File: src/hdl/rcd_pkg.sv
// Notes on behaviour
// - every debug input is registered on the core clock before use.
// - all read data lines of one group share a single tap value.
// - one group is the read data lines tied to one read echo clock.
// - global increment high raises every data tap by one per cycle.
// - global decrement high lowers every data tap by one per cycle.
// - select-all one steps all groups, zero steps only vector-selected groups.
// - select vector has one bit per group; a one enables that group.
// - select inputs are don't-care unless group increment or decrement is active.
// - group increment high raises selected groups' data taps by one per cycle.
// - group decrement high lowers selected groups' data taps by one per cycle.
// - per-group flag set once the echo clock's first edge is found.
// - per-group six-bit first-edge tap count, group zero in lowest bits.
// - per-group flag set once the echo clock's second edge is found.
// - per-group six-bit second-edge tap count, group zero in lowest bits.
// - per-group six-bit applied echo tap count, never beyond the tap range.
// - per-group polarity bit, one if first edge rising, zero if falling.
// - per-group done bit once core clock is centred on that echo clock.
// - per-group six-bit count of taps to apply to that group's data.
// - per-group done bit once the group's data taps reach that count.
`default_nettype none
package rcd_pkg;
	// tap counters
	localparam int unsigned RCD_TAP_W   = 6;
	localparam logic [5:0]  RCD_TAP_MAX = 6'h3f;
	localparam logic [5:0]  RCD_TAP_RST = 6'h00;
	// delay element settling time before a sample is trusted
	localparam int unsigned RCD_CLK_PERIOD_NS = 10;
	localparam int unsigned RCD_SETTLE_NS     = 100;
	localparam int unsigned RCD_SETTLE_CYC    = (RCD_SETTLE_NS + RCD_CLK_PERIOD_NS - 1) / RCD_CLK_PERIOD_NS;
	// apb register map (byte addresses)
	localparam int unsigned RCD_ADDR_W      = 8;
	localparam logic [7:0]  RCD_OFS_CTRL    = 8'h00;
	localparam logic [7:0]  RCD_OFS_STATUS  = 8'h04;
	localparam logic [7:0]  RCD_OFS_FLAGS   = 8'h08;
	localparam logic [7:0]  RCD_OFS_FIRST   = 8'h0c;
	localparam logic [7:0]  RCD_OFS_SECOND  = 8'h10;
	localparam logic [7:0]  RCD_OFS_ECHO    = 8'h14;
	localparam logic [7:0]  RCD_OFS_TARGET  = 8'h18;
	localparam logic [7:0]  RCD_OFS_DATA    = 8'h1c;
	// field positions
	localparam int unsigned RCD_CTRL_START     = 0;
	localparam int unsigned RCD_STATUS_BUSY    = 0;
	localparam int unsigned RCD_STATUS_DONE    = 1;
	localparam int unsigned RCD_STATUS_FAIL    = 8;
	localparam int unsigned RCD_STATUS_RISING  = 16;
	localparam int unsigned RCD_FLAGS_FIRST    = 0;
	localparam int unsigned RCD_FLAGS_SECOND   = 8;
	localparam int unsigned RCD_FLAGS_CENTER   = 16;
	localparam int unsigned RCD_FLAGS_DATA     = 24;
	localparam logic [31:0] RCD_PRDATA_RST     = 32'h0000_0000;
	// calibration sequencer states
	typedef enum logic [2:0] {
		RCD_IDLE   = 3'b000,
		RCD_FIRST  = 3'b001,
		RCD_SECOND = 3'b010,
		RCD_CENTER = 3'b011,
		RCD_DATA   = 3'b100,
		RCD_NEXT   = 3'b101
	} rcd_state_t;
	// sampled debug step controls
	typedef struct packed {
		logic glob_up;
		logic glob_dn;
		logic grp_up;
		logic grp_dn;
		logic sel_all;
	} rcd_dbg_t;
endpackage
`default_nettype wire

File: src/hdl/rcd_debug_port.sv
`default_nettype none
module rcd_debug_port #(
	parameter int unsigned ECHO_GROUP_COUNT = 2
) (
	// clock and reset
	input  wire logic                                          CORE_CLK,
	input  wire logic                                          SRST,
	// apb slave
	input  wire logic                                          PSEL,
	input  wire logic                                          PENABLE,
	input  wire logic                                          PWRITE,
	input  wire logic [rcd_pkg::RCD_ADDR_W-1:0]                PADDR,
	input  wire logic [31:0]                                   PWDATA,
	output logic      [31:0]                                   PRDATA,
	output logic                                               PREADY,
	output logic                                               PSLVERR,
	// debug step controls
	input  wire logic                                          GLOBAL_DELAY_INCREMENT,
	input  wire logic                                          GLOBAL_DELAY_DECREMENT,
	input  wire logic                                          GROUP_ADJUST_SELECT_ALL,
	input  wire logic [ECHO_GROUP_COUNT-1:0]                   GROUP_ADJUST_SELECT_VECTOR,
	input  wire logic                                          GROUP_DELAY_INCREMENT,
	input  wire logic                                          GROUP_DELAY_DECREMENT,
	// sampled echo clock level per group from the capture flops
	input  wire logic [ECHO_GROUP_COUNT-1:0]                   ECHO_LEVEL,
	// debug results
	output logic      [ECHO_GROUP_COUNT-1:0]                   ECHO_FIRST_EDGE_FOUND,
	output logic      [rcd_pkg::RCD_TAP_W*ECHO_GROUP_COUNT-1:0] ECHO_FIRST_EDGE_TAPS,
	output logic      [ECHO_GROUP_COUNT-1:0]                   ECHO_SECOND_EDGE_FOUND,
	output logic      [rcd_pkg::RCD_TAP_W*ECHO_GROUP_COUNT-1:0] ECHO_SECOND_EDGE_TAPS,
	output logic      [rcd_pkg::RCD_TAP_W*ECHO_GROUP_COUNT-1:0] ECHO_DELAY_TAPS,
	output logic      [ECHO_GROUP_COUNT-1:0]                   ECHO_FIRST_RISING,
	output logic      [ECHO_GROUP_COUNT-1:0]                   ECHO_CENTERING_DONE,
	output logic      [rcd_pkg::RCD_TAP_W*ECHO_GROUP_COUNT-1:0] DATA_TARGET_TAPS,
	output logic      [ECHO_GROUP_COUNT-1:0]                   DATA_DELAY_DONE,
	// tap settings to the input delay elements
	output logic      [rcd_pkg::RCD_TAP_W*ECHO_GROUP_COUNT-1:0] DATA_DELAY_TAPS
);
	import rcd_pkg::*;

	localparam int unsigned G  = ECHO_GROUP_COUNT;
	localparam int unsigned GW = (G > 1) ? $clog2(G) : 1;
	localparam logic [7:0]  SETTLE_LAST = 8'(RCD_SETTLE_CYC - 1);
	localparam logic [GW-1:0] GRP_LAST  = GW'(G - 1);

	// state
	rcd_state_t          state_r, state_nxt;
	logic [GW-1:0]       grp_r;
	logic [7:0]          settle_r;
	logic                ref_r;
	logic                start_r;
	logic                done_r;
	rcd_dbg_t            dbg_r;
	logic [G-1:0]        sel_r;
	logic [G-1:0]        lvl_s1_r, lvl_s2_r;
	logic [RCD_TAP_W-1:0] data_tap_r   [G];
	logic [RCD_TAP_W-1:0] echo_tap_r   [G];
	logic [RCD_TAP_W-1:0] first_taps_r [G];
	logic [RCD_TAP_W-1:0] second_taps_r[G];
	logic [RCD_TAP_W-1:0] target_r     [G];
	logic [G-1:0]        first_r, second_r, rising_r, center_r, data_done_r, fail_r;
	logic [31:0]         prdata_r;
	logic                pready_r, pslverr_r;

	// sequencer observations for the group under calibration
	logic                 tick;
	logic                 cur_lvl;
	logic [RCD_TAP_W-1:0] cur_tap;
	logic [RCD_TAP_W:0]   edge_sum;
	logic [RCD_TAP_W-1:0] mid_tap;
	logic                 edge_seen, at_max, center_hit, data_hit, busy;
	assign busy       = state_r != RCD_IDLE;
	assign tick       = busy && (settle_r == SETTLE_LAST);
	assign cur_lvl    = lvl_s2_r[grp_r];
	assign cur_tap    = echo_tap_r[grp_r];
	assign edge_seen  = cur_lvl != ref_r;
	assign at_max     = cur_tap == RCD_TAP_MAX;
	assign edge_sum   = {1'b0, first_taps_r[grp_r]} + {1'b0, second_taps_r[grp_r]};
	assign mid_tap    = edge_sum[RCD_TAP_W:1];
	assign center_hit = cur_tap == mid_tap;
	assign data_hit   = data_tap_r[grp_r] == target_r[grp_r];

	// apb decode
	logic        setup_ph, wr_en, addr_hit;
	logic [31:0] rd_mux, rd_status, rd_flags;
	logic [RCD_TAP_W*G-1:0] first_flat, second_flat, echo_flat, target_flat, data_flat;
	assign setup_ph  = PSEL && !PENABLE;
	assign addr_hit  = (PADDR == RCD_OFS_CTRL) || (PADDR == RCD_OFS_STATUS) || (PADDR == RCD_OFS_FLAGS) ||
	                   (PADDR == RCD_OFS_FIRST) || (PADDR == RCD_OFS_SECOND) || (PADDR == RCD_OFS_ECHO) ||
	                   (PADDR == RCD_OFS_TARGET) || (PADDR == RCD_OFS_DATA);
	assign wr_en     = PSEL && PENABLE && pready_r && PWRITE && (PADDR == RCD_OFS_CTRL);
	assign rd_status = (32'(busy) << RCD_STATUS_BUSY) | (32'(done_r) << RCD_STATUS_DONE) |
	                   (32'(fail_r) << RCD_STATUS_FAIL) | (32'(rising_r) << RCD_STATUS_RISING);
	assign rd_flags  = (32'(first_r) << RCD_FLAGS_FIRST) | (32'(second_r) << RCD_FLAGS_SECOND) |
	                   (32'(center_r) << RCD_FLAGS_CENTER) | (32'(data_done_r) << RCD_FLAGS_DATA);
	assign rd_mux    = (PADDR == RCD_OFS_STATUS) ? rd_status :
	                   (PADDR == RCD_OFS_FLAGS)  ? rd_flags :
	                   (PADDR == RCD_OFS_FIRST)  ? 32'(first_flat) :
	                   (PADDR == RCD_OFS_SECOND) ? 32'(second_flat) :
	                   (PADDR == RCD_OFS_ECHO)   ? 32'(echo_flat) :
	                   (PADDR == RCD_OFS_TARGET) ? 32'(target_flat) :
	                   (PADDR == RCD_OFS_DATA)   ? 32'(data_flat) : 32'h0000_0000;

	// apb slave: read data latched in setup, answer in the first access cycle
	always_ff @(posedge CORE_CLK) begin
		if (SRST) begin
			prdata_r  <= RCD_PRDATA_RST;
			pready_r  <= 1'b0;
			pslverr_r <= 1'b0;
		end else begin
			pready_r  <= setup_ph;
			pslverr_r <= setup_ph && !addr_hit;
			if (setup_ph) begin
				prdata_r <= PWRITE ? 32'h0000_0000 : rd_mux;
			end
		end
	end

	// start pulse from a ctrl write, taken only while idle
	always_ff @(posedge CORE_CLK) begin
		if (SRST) begin
			start_r <= 1'b0;
		end else begin
			start_r <= wr_en && PWDATA[RCD_CTRL_START] && !busy && !start_r;
		end
	end

	// input sampling: debug controls registered once on the core clock
	always_ff @(posedge CORE_CLK) begin
		if (SRST) begin
			dbg_r <= '0;
			sel_r <= '0;
		end else begin
			dbg_r <= '{GLOBAL_DELAY_INCREMENT, GLOBAL_DELAY_DECREMENT, GROUP_DELAY_INCREMENT,
			           GROUP_DELAY_DECREMENT, GROUP_ADJUST_SELECT_ALL};
			sel_r <= GROUP_ADJUST_SELECT_VECTOR;
		end
	end

	// echo level comes from the capture flops off the core domain
	always_ff @(posedge CORE_CLK) begin
		if (SRST) begin
			lvl_s1_r <= '0;
			lvl_s2_r <= '0;
		end else begin
			lvl_s1_r <= ECHO_LEVEL;
			lvl_s2_r <= lvl_s1_r;
		end
	end

	// settle divider: one tick per delay step while calibrating
	always_ff @(posedge CORE_CLK) begin
		if (SRST || !busy || tick) begin
			settle_r <= 8'h00;
		end else begin
			settle_r <= settle_r + 8'h01;
		end
	end

	// sequencer next state
	always_comb begin
		state_nxt = state_r;
		unique case (state_r)
			RCD_IDLE:   if (start_r) state_nxt = RCD_FIRST;
			RCD_FIRST:  if (tick && edge_seen) state_nxt = RCD_SECOND;
			            else if (tick && at_max) state_nxt = RCD_NEXT;
			RCD_SECOND: if (tick && edge_seen) state_nxt = RCD_CENTER;
			            else if (tick && at_max) state_nxt = RCD_NEXT;
			RCD_CENTER: if (tick && center_hit) state_nxt = RCD_DATA;
			RCD_DATA:   if (tick && data_hit) state_nxt = RCD_NEXT;
			RCD_NEXT:   state_nxt = (grp_r == GRP_LAST) ? RCD_IDLE : RCD_FIRST;
			default:    state_nxt = RCD_IDLE;
		endcase
	end

	// sequencer state, group index, edge reference
	always_ff @(posedge CORE_CLK) begin
		if (SRST) begin
			state_r <= RCD_IDLE;
			grp_r   <= '0;
			ref_r   <= 1'b0;
			done_r  <= 1'b0;
		end else begin
			state_r <= state_nxt;
			if (start_r) begin
				grp_r  <= '0;
				done_r <= 1'b0;
			end else if (state_r == RCD_NEXT && grp_r != GRP_LAST) begin
				grp_r <= grp_r + GW'(1);
			end
			if (state_r == RCD_NEXT && grp_r == GRP_LAST) begin
				done_r <= 1'b1;
			end
			if (start_r || state_r == RCD_NEXT) begin
				ref_r <= start_r ? lvl_s2_r[0] : lvl_s2_r[GW'(grp_r + GW'(1))];
			end else if (tick && edge_seen) begin
				ref_r <= cur_lvl;
			end
		end
	end

	// per-group calibration results, written through the group index
	always_ff @(posedge CORE_CLK) begin
		if (SRST || start_r) begin
			first_r     <= '0;
			second_r    <= '0;
			rising_r    <= '0;
			center_r    <= '0;
			data_done_r <= '0;
			fail_r      <= '0;
			for (int i = 0; i < G; i++) begin
				echo_tap_r[i]    <= RCD_TAP_RST;
				first_taps_r[i]  <= RCD_TAP_RST;
				second_taps_r[i] <= RCD_TAP_RST;
				target_r[i]      <= RCD_TAP_RST;
			end
		end else if (tick) begin
			unique case (state_r)
				RCD_FIRST: if (edge_seen) begin
					first_r[grp_r]      <= 1'b1;
					first_taps_r[grp_r] <= cur_tap;
					rising_r[grp_r]     <= cur_lvl;
				end else if (at_max) begin
					fail_r[grp_r] <= 1'b1;
				end else begin
					// echo tap stops at the top
					echo_tap_r[grp_r] <= cur_tap + 6'h01;
				end
				RCD_SECOND: if (edge_seen) begin
					second_r[grp_r]      <= 1'b1;
					second_taps_r[grp_r] <= cur_tap;
				end else if (at_max) begin
					fail_r[grp_r] <= 1'b1;
				end else begin
					echo_tap_r[grp_r] <= cur_tap + 6'h01;
				end
				// centre echo tap, derive data tap count
				RCD_CENTER: if (center_hit) begin
					center_r[grp_r] <= 1'b1;
					target_r[grp_r] <= mid_tap;
				end else if (cur_tap > mid_tap) begin
					echo_tap_r[grp_r] <= cur_tap - 6'h01;
				end else begin
					echo_tap_r[grp_r] <= cur_tap + 6'h01;
				end
				// data taps have reached the count
				RCD_DATA: if (data_hit) begin
					data_done_r[grp_r] <= 1'b1;
				end
				default: begin
				end
			endcase
		end
	end

	// data tap per group: one counter drives every data line of the group
	for (genvar g = 0; g < G; g++) begin : g_grp
		logic sel_g, up_g, dn_g, cal_own, inc_g, dec_g;
		assign sel_g   = dbg_r.sel_all || sel_r[g];
		assign up_g    = dbg_r.glob_up || (dbg_r.grp_up && sel_g);
		assign dn_g    = dbg_r.glob_dn || (dbg_r.grp_dn && sel_g);
		assign cal_own = (state_r == RCD_DATA) && (grp_r == GW'(g));
		// cancel opposing steps, saturate at the ends
		assign inc_g   = cal_own ? (tick && data_tap_r[g] < target_r[g]) :
		                           (up_g && !dn_g && data_tap_r[g] != RCD_TAP_MAX);
		assign dec_g   = cal_own ? (tick && data_tap_r[g] > target_r[g]) :
		                           (dn_g && !up_g && data_tap_r[g] != RCD_TAP_RST);
		always_ff @(posedge CORE_CLK) begin
			if (SRST) begin
				data_tap_r[g] <= RCD_TAP_RST;
			end else if (inc_g) begin
				data_tap_r[g] <= data_tap_r[g] + 6'h01;
			end else if (dec_g) begin
				data_tap_r[g] <= data_tap_r[g] - 6'h01;
			end
		end
		// group zero in the lowest bits
		assign first_flat [g*RCD_TAP_W +: RCD_TAP_W] = first_taps_r[g];
		assign second_flat[g*RCD_TAP_W +: RCD_TAP_W] = second_taps_r[g];
		assign echo_flat  [g*RCD_TAP_W +: RCD_TAP_W] = echo_tap_r[g];
		assign target_flat[g*RCD_TAP_W +: RCD_TAP_W] = target_r[g];
		assign data_flat  [g*RCD_TAP_W +: RCD_TAP_W] = data_tap_r[g];
	end

	// outputs, all straight from flops
	assign PRDATA                 = prdata_r;
	assign PREADY                 = pready_r;
	assign PSLVERR                = pslverr_r;
	assign ECHO_FIRST_EDGE_FOUND  = first_r;
	assign ECHO_FIRST_EDGE_TAPS   = first_flat;
	assign ECHO_SECOND_EDGE_FOUND = second_r;
	assign ECHO_SECOND_EDGE_TAPS  = second_flat;
	assign ECHO_DELAY_TAPS        = echo_flat;
	assign ECHO_FIRST_RISING      = rising_r;
	assign ECHO_CENTERING_DONE    = center_r;
	assign DATA_TARGET_TAPS       = target_flat;
	assign DATA_DELAY_DONE        = data_done_r;
	assign DATA_DELAY_TAPS        = data_flat;

	// checks on group zero and on the apb answer timing
	logic own0;
	assign own0 = (state_r == RCD_DATA) && (grp_r == '0);

	a_global_inc_step: assert property (@(posedge CORE_CLK) disable iff (SRST)
		dbg_r.glob_up && !dbg_r.glob_dn && !dbg_r.grp_dn && !own0 && data_tap_r[0] != RCD_TAP_MAX
		|=> data_tap_r[0] == $past(data_tap_r[0]) + 6'h01)
		else $error("global increment did not raise group 0 tap");
	a_global_dec_step: assert property (@(posedge CORE_CLK) disable iff (SRST)
		dbg_r.glob_dn && !dbg_r.glob_up && !dbg_r.grp_up && !own0 && data_tap_r[0] != RCD_TAP_RST
		|=> data_tap_r[0] == $past(data_tap_r[0]) - 6'h01)
		else $error("global decrement did not lower group 0 tap");
	a_group_sel_step: assert property (@(posedge CORE_CLK) disable iff (SRST)
		dbg_r.grp_up && !dbg_r.grp_dn && !dbg_r.glob_dn && (dbg_r.sel_all || sel_r[0]) && !own0 &&
		data_tap_r[0] != RCD_TAP_MAX |=> data_tap_r[0] == $past(data_tap_r[0]) + 6'h01)
		else $error("selected group increment missed");
	a_unselected_hold: assert property (@(posedge CORE_CLK) disable iff (SRST)
		!dbg_r.sel_all && !sel_r[0] && !dbg_r.glob_up && !dbg_r.glob_dn && !own0 |=> $stable(data_tap_r[0]))
		else $error("unselected group tap moved");
	a_opposed_hold: assert property (@(posedge CORE_CLK) disable iff (SRST)
		dbg_r.glob_up && dbg_r.glob_dn && !own0 |=> $stable(data_tap_r[0]))
		else $error("opposing steps changed tap");
	a_second_after_first: assert property (@(posedge CORE_CLK) disable iff (SRST)
		$rose(second_r[0]) |-> first_r[0] && second_taps_r[0] >= first_taps_r[0])
		else $error("second edge without first");
	a_polarity_level: assert property (@(posedge CORE_CLK) disable iff (SRST)
		$rose(first_r[0]) |-> rising_r[0] == $past(lvl_s2_r[0]))
		else $error("polarity does not match echo level");
	a_center_mid: assert property (@(posedge CORE_CLK) disable iff (SRST)
		$rose(center_r[0]) |-> echo_tap_r[0] == target_r[0] && 7'(target_r[0]) * 7'd2 <=
		7'(first_taps_r[0]) + 7'(second_taps_r[0]))
		else $error("centring not at midpoint");
	a_data_done_taps: assert property (@(posedge CORE_CLK) disable iff (SRST)
		$rose(data_done_r[0]) |-> data_tap_r[0] == target_r[0] ##1 center_r[0])
		else $error("data done before taps reached count");
	a_apb_answer: assert property (@(posedge CORE_CLK) disable iff (SRST)
		setup_ph |=> PREADY ##1 !PREADY || setup_ph)
		else $error("apb answer not in first access cycle");

	c_full_cal: cover property (@(posedge CORE_CLK) disable iff (SRST) $rose(done_r) && data_done_r[0]);
	c_fail_cal: cover property (@(posedge CORE_CLK) disable iff (SRST) $rose(fail_r[0]));
	c_group_dec: cover property (@(posedge CORE_CLK) disable iff (SRST) dbg_r.grp_dn && sel_r[0] && !dbg_r.sel_all);
	c_tap_top: cover property (@(posedge CORE_CLK) disable iff (SRST) data_tap_r[0] == RCD_TAP_MAX && dbg_r.glob_up);
endmodule
`default_nettype wire

File: config.mk
export PLATFORM = sky130hd
export DESIGN_NAME = rcd_debug_port
export DESIGN_NICKNAME = d
export VERILOG_FILES = /design/src/hdl/rcd_pkg.sv /design/src/hdl/rcd_debug_port.sv
export SDC_FILE = /design/constraint.sdc
export NUM_CORES = 1
export LEC_CHECK = 0
export BUFFER_PORTS_ARGS = -buffer_cell sky130_fd_sc_hd__buf_4
export CORE_MARGIN = 2
export CORE_UTILIZATION = 55
export CTS_CLUSTER_DIAMETER = 80
export DETAILED_ROUTE_END_ITERATION = 6
export PLACE_DENSITY = 0.9
export SYNTH_ARGS = -nofsm -noshare
export SYNTH_HDL_FRONTEND = slang
export SYNTH_SLANG_ARGS = --single-unit
File: constraint.sdc
create_clock -name CORE_CLK -period 5.6 [get_ports CORE_CLK]
set_input_delay 0.84 -clock CORE_CLK [delete_from_list [all_inputs] [get_ports CORE_CLK]]
set_output_delay 0.84 -clock CORE_CLK [all_outputs]
set_load 0.05 [all_outputs]
======== Yosys cells after proc, flatten, opt, wreduce, memory -nomap -nowiden ========
Memory sizes are Yosys's and may differ from the RTL's. A register that Yosys moved wholly into a read port is not among the register bits.
Index checks and enable logic that the tools add are counted.
operators by class
  add/sub/neg operators ................... 9
  multipliers ............................. 0
  divide/modulo/power cells ............... 0
  magnitude comparators ................... 8
  equal/unequal tests ..................... 22
  shifts and indexed selects .............. 0
  multiplexer cells ....................... 115
  bitwise logic cells ..................... 20
  reductions and logical operators ........ 79
operators with widths
  cell                                                  number
  2-to-1 mux 1 bit                                      87
  2-to-1 mux 26 bit                                     3
  2-to-1 mux 6 bit                                      11
  2-to-1 mux 12 bit                                     5
  bitwise OR 10 x 18 -> 18 bit                          2
  logical AND 1 bit                                     35
  equality test 8 x 5 -> 1 bit (second input constant)  4
  bitwise OR 18 x 26 -> 26 bit                          1
  equality test 8 x 4 -> 1 bit (second input constant)  3
  OR reduction 6 bit                                    4
  bitwise OR 2 x 10 -> 10 bit                           2
  adder 6 x 1 -> 6 bit (second input constant)          3
  greater-than comparator 6 bit                         3
  2-to-1 mux 3 bit                                      6
  case mux 3 bit (6 select lines)                       1
  subtractor 6 x 1 -> 6 bit (second input constant)     3
  logical OR 1 bit                                      17
  AND reduction 3 bit                                   5
  equality test 6 bit                                   2
  < comparator 6 bit                                    2
  inequality test 6 bit (second input constant)         2
  nonzero test 6 bit                                    2
  bitwise OR 2 bit                                      5
  adder 8 x 1 -> 8 bit (second input constant)          1
  other kinds (23)                                      44
storage, ports and cells
  register bits after elaboration ......... 72
  bits in latches ......................... 0
  RAM bits ................................ 60
  ROM bits ................................ 0
  input port bits ......................... 54
  output and inout port bits .............. 104
  logic and storage cells ................. 281
  memories ................................ 5
memories
  memory         words  width  rd ports  clocked after Yosys merged registers in  write ports  line                  RTL
  data_tap_r     2      6      3         1                                        2            rcd_debug_port.sv:56  logic [RCD_TAP_W-1:0] data_tap_r [G];
  echo_tap_r     2      6      3         1                                        2            rcd_debug_port.sv:57  logic [RCD_TAP_W-1:0] echo_tap_r [G];
  first_taps_r   2      6      3         1                                        2            rcd_debug_port.sv:58  logic [RCD_TAP_W-1:0] first_taps_r [G];
  second_taps_r  2      6      3         1                                        2            rcd_debug_port.sv:59  logic [RCD_TAP_W-1:0] second_taps_r[G];
  target_r       2      6      3         1                                        2            rcd_debug_port.sv:60  logic [RCD_TAP_W-1:0] target_r [G];

======== Depth between registers and ports, before layout ========
Gate-level depths: netlist of run 1.
  depth after elaboration ................. 13
  gate-level depth with buffers ........... 17
  depth with buffers taken out ............ 15

======== Worst setup path before layout of run 1 ========
No wires, ideal clock.
  path type ............................... register to register
  start point ............................. register with a tool-made name
  end point ............................... memory target_r[1][0] (enable)
  setup time .............................. 0.320 ns
  arrival ................................. 3.942 ns
  required time ........................... 5.280 ns
  path slack .............................. 1.338 ns
  stages on the path, launching flop included .. 17
  buffers on the path ..................... 3
  clock period less this slack ............ 4.262 ns
  cell sequence ........................... dfxtp_1 > buf_2 > buf_1 > buf_1 > mux2i_1 > inv_1 > ha_1 > a21boi_0 > o211ai_1 > nand2_1 > o311a_1 > ha_1 > and4_1 > nand2_1 > nor3_1 > nand4_1 > nand2_1
RTL lines
  what              line
  end: declaration  rcd_debug_port.sv:60

==> out/results.ini, run 1 <==
[outcome]
outcome=finished, final reports clean

[timing]
fin_crit_ps=4630
worstMarginPinSlew_ps=1100
post-route-period-util_pct=82.7
hold_viol=0
final-setup-viol-count=0
fmax_mhz=216
slew_headroom_pct=26.8
tns_ps=0
drv_slew=0
worst_slack_ps=969
rsz0062_at_grt=no
skew_ps=8.87

[cells_and_area]
multi_input_area_sq_mm=0.00366
insertedDiodeCount=0
fin_nets=936
area_growth_syn_to_layout_pct=21.3
drive_gt1_share_pct=20.7
fill_cells=979
post-route-util_pct=67.7
final-instance-count-excl-fill=1031
seq_area_sq_mm=0.00294

[yosys]
synth_most_common_cell=nor2_1
seq_area_frac_synth_pct=42.3
synth_top_area_share_pct=25.9
synthTopCellsByCount=nor2_1 (96), nand2_1 (65), edfxtp_1 (60)
synth_edf_count=60
avgSynthCellArea_sq_um=9.30
ys_ff_latch=117
ys_types=72
synth_cells=748
synth_flop_cell=edfxtp_1
syn_area_sq_mm=0.00695
synthArstFlopShare_pct=0
synth_area_leaders=edfxtp_1 (26%), dfxtp_1 (16%), ha_1 (6.1%)
synth_largest_area_cell=edfxtp_1
ys_warn_count=0

[clocking]
max-clock-path-buffers=2
clk_pin_slew_ps=50
cts_buffers=17
cts_sinks=117
cts_resized=0
postCtsSetupBuffers=0
postCtsHoldBufs=0
clkLatencyLatePin_ps=430
root_buffer=clkbuf_16
htree_levels=4
cts_tree=built

[drt]
final_antenna_net_count=0
dr.pass1.iters=6
drc=0
vias_per_cell=6.10
wl_per_cell_um=19.7
first_iter_violations=736
vias=6287
wl_mm=20.3

[critical_path]
cp-end-kind=flip-flop
max_stage_delay_ps=690
critPathTopFamily=simple AND/OR/NAND/NOR gates
worstPathCellList=buf_4 > mux2_2 > ha_1 > o211ai_1 > nand2_1 > o311a_1 > ha_1 > and4_1 > nand2_1 > nor3_1 > nand4_1 > nand2_1
crit_buf_inv=1
crit_path_start_kind=flip-flop
critPathArrivalTime_ps=4730
cp_slowest_cell=dfxtp_1
cp_common_cell=nand2_1
critPathKind=flip-flop to flip-flop
worstPathMaxFanout=15
cp.required_ps=5700

[die]
row_count=41
die_h_um=116
dieArea_sq_mm=0.0136
die_x_um=116
core_sq_mm=0.0125
start_util_pct=55.8
io_pins=158

[placed_design]
post-place-cells=999
pre_cts_ws_ps=1140
port_buffers=110
hpwl_mm=14.5
place.gp.congestion=0.953

[grt]
grt_pass1_wl_mm=30.9
grt_overflow=0
antenna_found_initial=0
grt_pass1_vias=5718
gr-usage-all-layers_pct=30.5
grt_max_degree=45

[hold_path]
min_path_type=flip-flop to flip-flop
min_from=lvl_s1_r[0]$_SDFF_PP0_

[power]
peakVddDrop_uv=335
power_frac_comb_pct=17.7
p_seq_share_pct=38.7
pwr_density_cell_mw_per_mm2=311
p_sw_share_pct=29.7
p_leak_uw=0.00350
p_total_uw=2620
clkPwrFrac_pct=43.6
internal_power_uw=1850
p_sw_uw=778

[flow_run]
maxCapViolations=0

==> power groups by stage <==
| stage | sequential, uW | combinational, uW | clock [uW] |
|---|---|---|---|
| floorplan | 1090 | 269 | 0 |
| finish | 1010 | 464 | 1140 |
| CTS | 1010 | 459 | 1150 |
| global route | 1020 | 500 | 1180 |
| global placement | 1030 | 442 | 0 |
| detailed placement | 1030 | 452 | 0 |
==> placed cells by master, fill, tap and decap left out, drive strengths merged, types with 5 or more instances in the layout <==
| cell type | n |
|---|---|
| a21o | 14 |
| nand4 | 12 |
| ha | 34 |
| or3 | 7 |
| nor3 | 23 |
| a21oi | 44 |
| mux2i | 10 |
| a22oi | 9 |
| o21ai | 20 |
| xor2 | 16 |
| conb | 16 |
| buf | 113 |
| mux2 | 14 |
| a221oi | 5 |
| edfxtp | 60 |
| nor2b | 21 |
| xnor2 | 10 |
| nand2 | 65 |
| nor2 | 96 |
| dfxtp | 57 |
| mux4 | 6 |
| clkbuf | 20 |
| clkinvlp | 5 |
| o21a | 6 |
| nor4 | 9 |
| nand2b | 11 |
| nand3 | 23 |
| inv | 43 |
| a32oi | 8 |
| and3 | 6 |
==> cell type report <==
type | count | area share, %
repair buffers | 113 | 10.1
clock buffers | 20 | 5.18
clock inverters | 12 | 2.12
well taps | 172 | 2.55
flip-flops and latches | 117 | 34.9
inverters | 41 | 1.82
multi-input cells | 556 | 43.4
==> cells by family (layout without fill, tap and decap cells) <==
group	Yosys count	count (layout)	share of synthesized area (%)
DFF	117	117	42.3
AOI/OAI and AO/OA	147	147	14.4
buffers and inverters	90	186	5.90
adders and majority gates	36	36	6.69
other	1	16	0.0539
and+or+nand+nor	301	301	21.7
muxes	30	30	5.65
xor gates and xnor gates	26	26	3.27
==> worst paths after layout <==
check,endpoint,slack (ps),cells after the start
worst max-delay path,target_r[1][0]$_SDFFCE_PN0P_,970,12
worst min register to register,lvl_s2_r[0]$_SDFF_PP0_,450,1
worst min-delay path,lvl_s2_r[0]$_SDFF_PP0_,450,1
worst max register to register,target_r[1][0]$_SDFFCE_PN0P_,970,12
==> sequential cells by signal (all words and copies together), names as in the netlist, 3 cells and up, named ones only <==
signal and flops:
target_r 12, PRDATA 16, state_r 3, first_taps_r 12
data_tap_r 12, settle_r 8, second_taps_r 12, echo_tap_r 12
dbg_r 5
==> metrics by stage <==
stage	instance area, sq um	hold slack, ps
floorplan	7010	414
global route	8430	468
global placement	7820	424
finish	8430	445
detailed placement	7820	438
CTS	8430	451
==> worst reg2reg max path, delay by kind of cell, from the launching register on <==
family	cells	cell delay, ps
AOI/OAI and AO/OA	2	580
adders and majority gates	2	650
buffers and inverters	1	340
DFF	1	690
muxes	1	370
and+or+nand+nor	6	1690
==> layer usage <==
metal | vias to the layer above | track usage [%] | wire length [um]
met2 | 397 | 47.8 | 9690
met3 | 71 | 6.90 | 2050
met5 | - | 0 | 0
met4 | 0 | 18.1 | 988
met1 | 2959 | 38.8 | 7590
li1 | 2860 | - | -
No activity file was read; power rests on OpenSTA's default activity.
==> run 2: changes to the inputs <==
CORE_UTILIZATION = 50   (was 55)
PLACE_DENSITY = 0.87   (was 0.9)
clock period = 4.2 ns   (was 5.6 ns; I/O delays follow)
==> out/results.ini, run 2 (same netlist as run 1, synthesis figures left out) <==
[drt]
wl_per_cell_um=19.2  ; -2.6%
dr.pass1.iters=6  ; unchanged
vias=6380  ; +1.5%
first_iter_violations=716  ; -2.7%
wl_mm=20.3  ; -0.17%
vias_per_cell=6.04  ; -1.0%
final_antenna_net_count=0  ; unchanged
drc=0  ; unchanged

[die]
core_sq_mm=0.0137  ; +10%
die_h_um=122  ; +4.7%
dieArea_sq_mm=0.0149  ; +9.7%
die_x_um=122  ; +4.7%
io_pins=158  ; unchanged
start_util_pct=50.7  ; -5.1 points
row_count=43  ; +4.9%

[placed_design]
place.gp.congestion=1.00  ; +5.4%
port_buffers=110  ; unchanged
hpwl_mm=14.8  ; +2.3%
post-place-cells=1025  ; +2.6%

[clocking]
root_buffer=clkbuf_16
postCtsHoldBufs=0  ; unchanged
cts_sinks=117  ; unchanged
htree_levels=4  ; unchanged
max-clock-path-buffers=2  ; unchanged
postCtsSetupBuffers=0  ; unchanged
cts_resized=0  ; unchanged
cts_buffers=17  ; unchanged
clkLatencyLatePin_ps=420  ; about the same
cts_tree=built
clk_pin_slew_ps=60  ; about the same

[critical_path]
worstPathMaxFanout=10  ; -5
crit_path_start_kind=flip-flop
critPathArrivalTime_ps=4230  ; -500 ps
critPathKind=flip-flop to flip-flop
cp-end-kind=flip-flop
r2r_slack_ps=230  ; -740 ps
cp.required_ps=4460  ; -1240 ps

[timing]
post-route-period-util_pct=94.5  ; +12 points
slew_headroom_pct=34.2  ; +7.5 points
drv_slew=0  ; unchanged
rsz0062_at_grt=no
final-setup-viol-count=0  ; unchanged
fin_crit_ps=3970  ; -661 ps
hold_ws_ps=428  ; -16.9 ps
fmax_mhz=252  ; +17%
tns_ps=0  ; unchanged
hold_viol=0  ; unchanged
worstMarginPinSlew_ps=978  ; -118 ps
skew_ps=10.9  ; +1.99 ps

[power]
p_leak_uw=0.00360  ; +2.9%
peakVddDrop_uv=269  ; -20%
pwr_density_cell_mw_per_mm2=408  ; +31%

[cells_and_area]
final_common_cell=buf_4
area_growth_syn_to_layout_pct=23.6
largest_reg_flops=16  ; unchanged
insertedDiodeCount=0  ; unchanged
post-route-util_pct=62.7  ; -5.0 points
mostFrequentLayoutCells=buf_4 (130), nor2_1 (96), nand2_1 (65)
final-instance-count-excl-fill=1057  ; +2.5%
drive_gt1_share_pct=22.7  ; +2.0 points
fin_nets=954  ; +1.9%

[grt]
grt_max_degree=45  ; unchanged
grt_overflow=0  ; unchanged
grt_pass1_vias=5947  ; +4.0%
antenna_found_initial=0  ; unchanged
gr-usage-all-layers_pct=27.7  ; -2.8 points
grt_pass1_wl_mm=31.1  ; +0.71%

[flow_run]
maxCapViolations=0  ; unchanged

[outcome]
outcome=finished, final reports clean

[hold_path]
min_path_type=primary input to flip-flop

==> run 2: cell types whose count changed in the layout (fill, tap and decap cells not counted), sizes merged <==
cell	delta
buf	+18
clkinv	+3
clkinvlp	-2
inv	-1
==> run 2: per-stage QoR <==
step | total power [uW] | setup WS [ps] | area (sq um)
2_1_floorplan | 1810 | 86.0 | 7010
3_3_place_gp | 1970 | 296 | 7960
3_5_place_dp | 1980 | 180 | 7960
4_1_cts | 3510 | 110 | 8590
5_1_grt | 3620 | 21.3 | 8600
6_report | 3500 | 230 | 8600
==> run 2: power breakdown <==
group | leakage, uW | internal [uW] | switching (uW)
clock | 0.000294 | 1010 | 519
sequential | 0.00109 | 1250 | 95.3
combinational | 0.00222 | 222 | 407
==> run 2: worst max-delay path, cell delays in order (launching register included) <==
cell	delay, ps
dfxtp_2	480
mux2i_2	300
inv_1	70
ha_1	260
a21boi_0	140
o211ai_1	280
nand2_1	80
o311a_1	410
ha_1	340
and4_1	260
nand2_1	190
nand4_4	210
o21a_1	260
or3_1	360
a21oi_1	160
==> run 2: final timing paths <==
check | startpoint | end | cells past startpoint
min reg2reg | lvl_s1_r[0]$_SDFF_PP0_ | lvl_s2_r[0]$_SDFF_PP0_ | 1
max | flip-flop | echo_tap_r[1][4]$_SDFFCE_PN0P_ | 14
max reg2reg | flip-flop | echo_tap_r[1][4]$_SDFFCE_PN0P_ | 14
min | GROUP_DELAY_INCREMENT | dbg_r[2]$_SDFF_PP0_ | 2
==> run 2: cell type report <==
cell class | instances | area, sq um
Fill cell | 1123 | 5120
Multi-Input combinational cell | 556 | 3660
Sequential cell | 117 | 2940
Timing Repair Buffer | 131 | 987
Clock buffer | 20 | 447
Tap cell | 180 | 225
Clock inverter | 12 | 178
Inverter | 41 | 154
==> run 2: routing by layer <==
layer | vias up | global-route usage, % | share of wire, %
met3 | 71 | 6.32 | 9.0
met1 | 3023 | 34.7 | 38
met4 | 0 | 12.9 | 3.8
met5 | - | 0 | 0
li1 | 2913 | - | -
met2 | 373 | 45.4 | 49
==> run 3: changes to the inputs <==
CORE_UTILIZATION = 45   (was 50)
MAX_ROUTING_LAYER = met4   (was unset)
PLACE_DENSITY = 0.8   (was 0.87)
SETUP_SLACK_MARGIN = 0.05   (was unset)
==> out/results.ini, run 3 (same netlist as run 1, synthesis figures left out) <==
[die]
dieArea_sq_mm=0.0165  ; +11%
die_h_um=128  ; +5.2%
row_count=45  ; +4.7%
core_sq_mm=0.0151  ; +10%
die_x_um=128  ; +5.2%
start_util_pct=45.9  ; -4.8 points
io_pins=158  ; unchanged

[clocking]
root_buffer=clkbuf_16
postCtsSetupBuffers=0  ; unchanged
htree_levels=4  ; unchanged
cts_sinks=117  ; unchanged
cts_tree=built
max-clock-path-buffers=2  ; unchanged
clkLatencyLatePin_ps=420  ; about the same
cts_buffers=17  ; unchanged
clk_pin_slew_ps=60  ; about the same

[critical_path]
cp-end-kind=flip-flop
critPathKind=flip-flop to flip-flop
worstPathMaxFanout=9  ; -1
crit_path_start_kind=flip-flop
r2r-end=echo_tap_r[0][4]$_SDFFCE_PN0P_
ff2ff_path_depth=14  ; unchanged
critPathArrivalTime_ps=4190  ; -40 ps
r2r_slack_ps=270  ; +40 ps
cp.required_ps=4470  ; about the same

[cells_and_area]
largest_reg_flops=16  ; unchanged
multi_input_area_sq_mm=0.00366  ; -0.10%
fin_nets=956  ; +0.21%
final_common_cell=buf_4
insertedDiodeCount=0  ; unchanged
drive_gt1_share_pct=22.9  ; +0.18 points
seq_area_sq_mm=0.00294  ; unchanged
mostFrequentLayoutCells=buf_4 (132), nor2_1 (96), nand2_1 (65)
area_growth_syn_to_layout_pct=23.6  ; about the same
final-instance-count-excl-fill=1067  ; +0.95%
fill_cells=1312  ; +17%

[hold_path]
min_from=GROUP_ADJUST_SELECT_VECTOR[1]
min_path_type=primary input to flip-flop
hold_end=sel_r[1]$_SDFF_PP0_
min_path_cells=2  ; unchanged

[timing]
skew_ps=9.88  ; -0.979 ps
fmax_mhz=255  ; +1.1%
slew_headroom_pct=28.6  ; -5.6 points
worstMarginPinSlew_ps=1070  ; +90.1 ps
final-setup-viol-count=0  ; unchanged
rsz0062_at_grt=no
post-route-period-util_pct=93.5  ; -1.1 points
hold_ws_ps=425  ; -3.72 ps
fin_crit_ps=3930  ; -44.9 ps
hold_viol=0  ; unchanged
tns_ps=0  ; unchanged
drv_slew=0  ; unchanged

[placed_design]
post-place-cells=1035  ; +0.98%
port_buffers=110  ; unchanged
hpwl_mm=15.5  ; +4.8%
place.gp.congestion=0.945  ; -5.9%

[power]
p_leak_uw=0.00360  ; -0.17%
p_sw_share_pct=30.3  ; +1.2 points
p_sw_uw=1050  ; +2.7%
internal_power_uw=2410  ; -2.8%
peakVddDrop_uv=285  ; +5.8%
power_frac_comb_pct=18.7  ; +0.7 points
clkPwrFrac_pct=42.7  ; -0.8 points
pwr_density_cell_mw_per_mm2=403  ; -1.2%
p_seq_share_pct=38.6  ; about the same

[drt]
wl_mm=21.2  ; +4.3%
wl_per_cell_um=19.8  ; +3.3%
vias_per_cell=6.03  ; -0.16%
dr.pass1.iters=5  ; -1
first_iter_violations=731  ; +2.1%
vias=6430  ; +0.78%
final_antenna_net_count=0  ; unchanged
drc=0  ; unchanged

[grt]
gr-usage-all-layers_pct=26.9  ; -0.77 points
grt_pass1_wl_mm=32.7  ; +5.2%
grt_pass1_vias=5957  ; +0.17%
antenna_found_initial=0  ; unchanged
grt_max_degree=45  ; unchanged
grt_overflow=0  ; unchanged

[flow_run]
maxCapViolations=0  ; unchanged

[outcome]
outcome=finished, final reports clean

==> run 3: changes by cell type in the layout (fill, tap and decap cells not counted), sizes merged <==
| cell | delta |
|---|---|
| inv | +1 |
| clkinv | +2 |
| clkbuf | -3 |
| buf | +2 |
| clkinvlp | +1 |
| bufinv | -1 |
==> run 3: worst max-delay path by stage <==
stage | start | end | slack, ps | depth (start not counted)
6_report | flip-flop | echo_tap_r[0][4]$_SDFFCE_PN0P_ | 270 | 14
5_1_grt | flip-flop | echo_tap_r[1][4]$_SDFFCE_PN0P_ | 80 | 14
4_1_cts | flip-flop | echo_tap_r[0][4]$_SDFFCE_PN0P_ | 90 | 13
3_5_place_dp | flip-flop | echo_tap_r[0][4]$_SDFFCE_PN0P_ | 110 | 13
3_3_place_gp | flip-flop | echo_tap_r[0][5]$_SDFFCE_PN0P_ | 200 | 13
2_1_floorplan | flip-flop | target_r[1][0]$_SDFFCE_PN0P_ | 90 | 16
==> run 3: worst max-delay path: stages (launching register included) <==
cell and delay [ps]:
dfxtp_2 490, mux2_2 380, ha_1 350, nor2b_1 150
o21ai_0 250, a21oi_1 130, o21a_1 180, nor2_1 190
ha_1 300, and4_1 190, nand2_1 160, nand4_4 220
o21a_1 260, or3_1 360, a21oi_1 150
==> run 3: what timing repair did <==
item,4_1_cts,5_1_grt
setup endpoints to repair,0,35
gates resized for setup,0,2
hold buffers,0,0
==> run 3: layer usage <==
| metal | vias up | wire length [um] | track usage [%] |
|---|---|---|---|
| met5 | - | 0 | - |
| met4 | 0 | 511 | 9.50 |
| met3 | 50 | 2330 | 5.51 |
| met2 | 452 | 10100 | 42.1 |
| met1 | 3023 | 8270 | 34.7 |
| li1 | 2905 | - | - |
==> run 3: cell type report <==
| class | count | area share [%] |
|---|---|---|
| clock buffers | 17 | 4.95 |
| clock inverters | 15 | 2.10 |
| inverters | 41 | 1.79 |
| multi-input cells | 556 | 42.5 |
| flip-flops and latches | 117 | 34.2 |
| well taps | 188 | 2.74 |
| repair buffers | 133 | 11.7 |
==> run 3: metrics by stage <==
| step | worst slack, ps | power, uW | utilization [%] | area, sq um |
|---|---|---|---|---|
| 6_report | 274 | 3460 | 56.8 | 8600 |
| 3_3_place_gp | 202 | 1980 | 52.7 | 7990 |
| 4_1_cts | 88.3 | 3460 | 56.7 | 8590 |
| 3_5_place_dp | 113 | 1990 | 52.7 | 7990 |
| 2_1_floorplan | 86.0 | 1810 | - | 7010 |
| 5_1_grt | 78.8 | 3580 | 56.8 | 8600 |
==> run 3: power groups by stage <==
stage	Combinational [uW]	Clock (uW)	Sequential, uW
after CTS	642	1480	1330
after detailed placement	637	0	1350
after global routing	696	1540	1340
after global placement	626	0	1350
final	648	1480	1340
after floorplan	359	0	1450
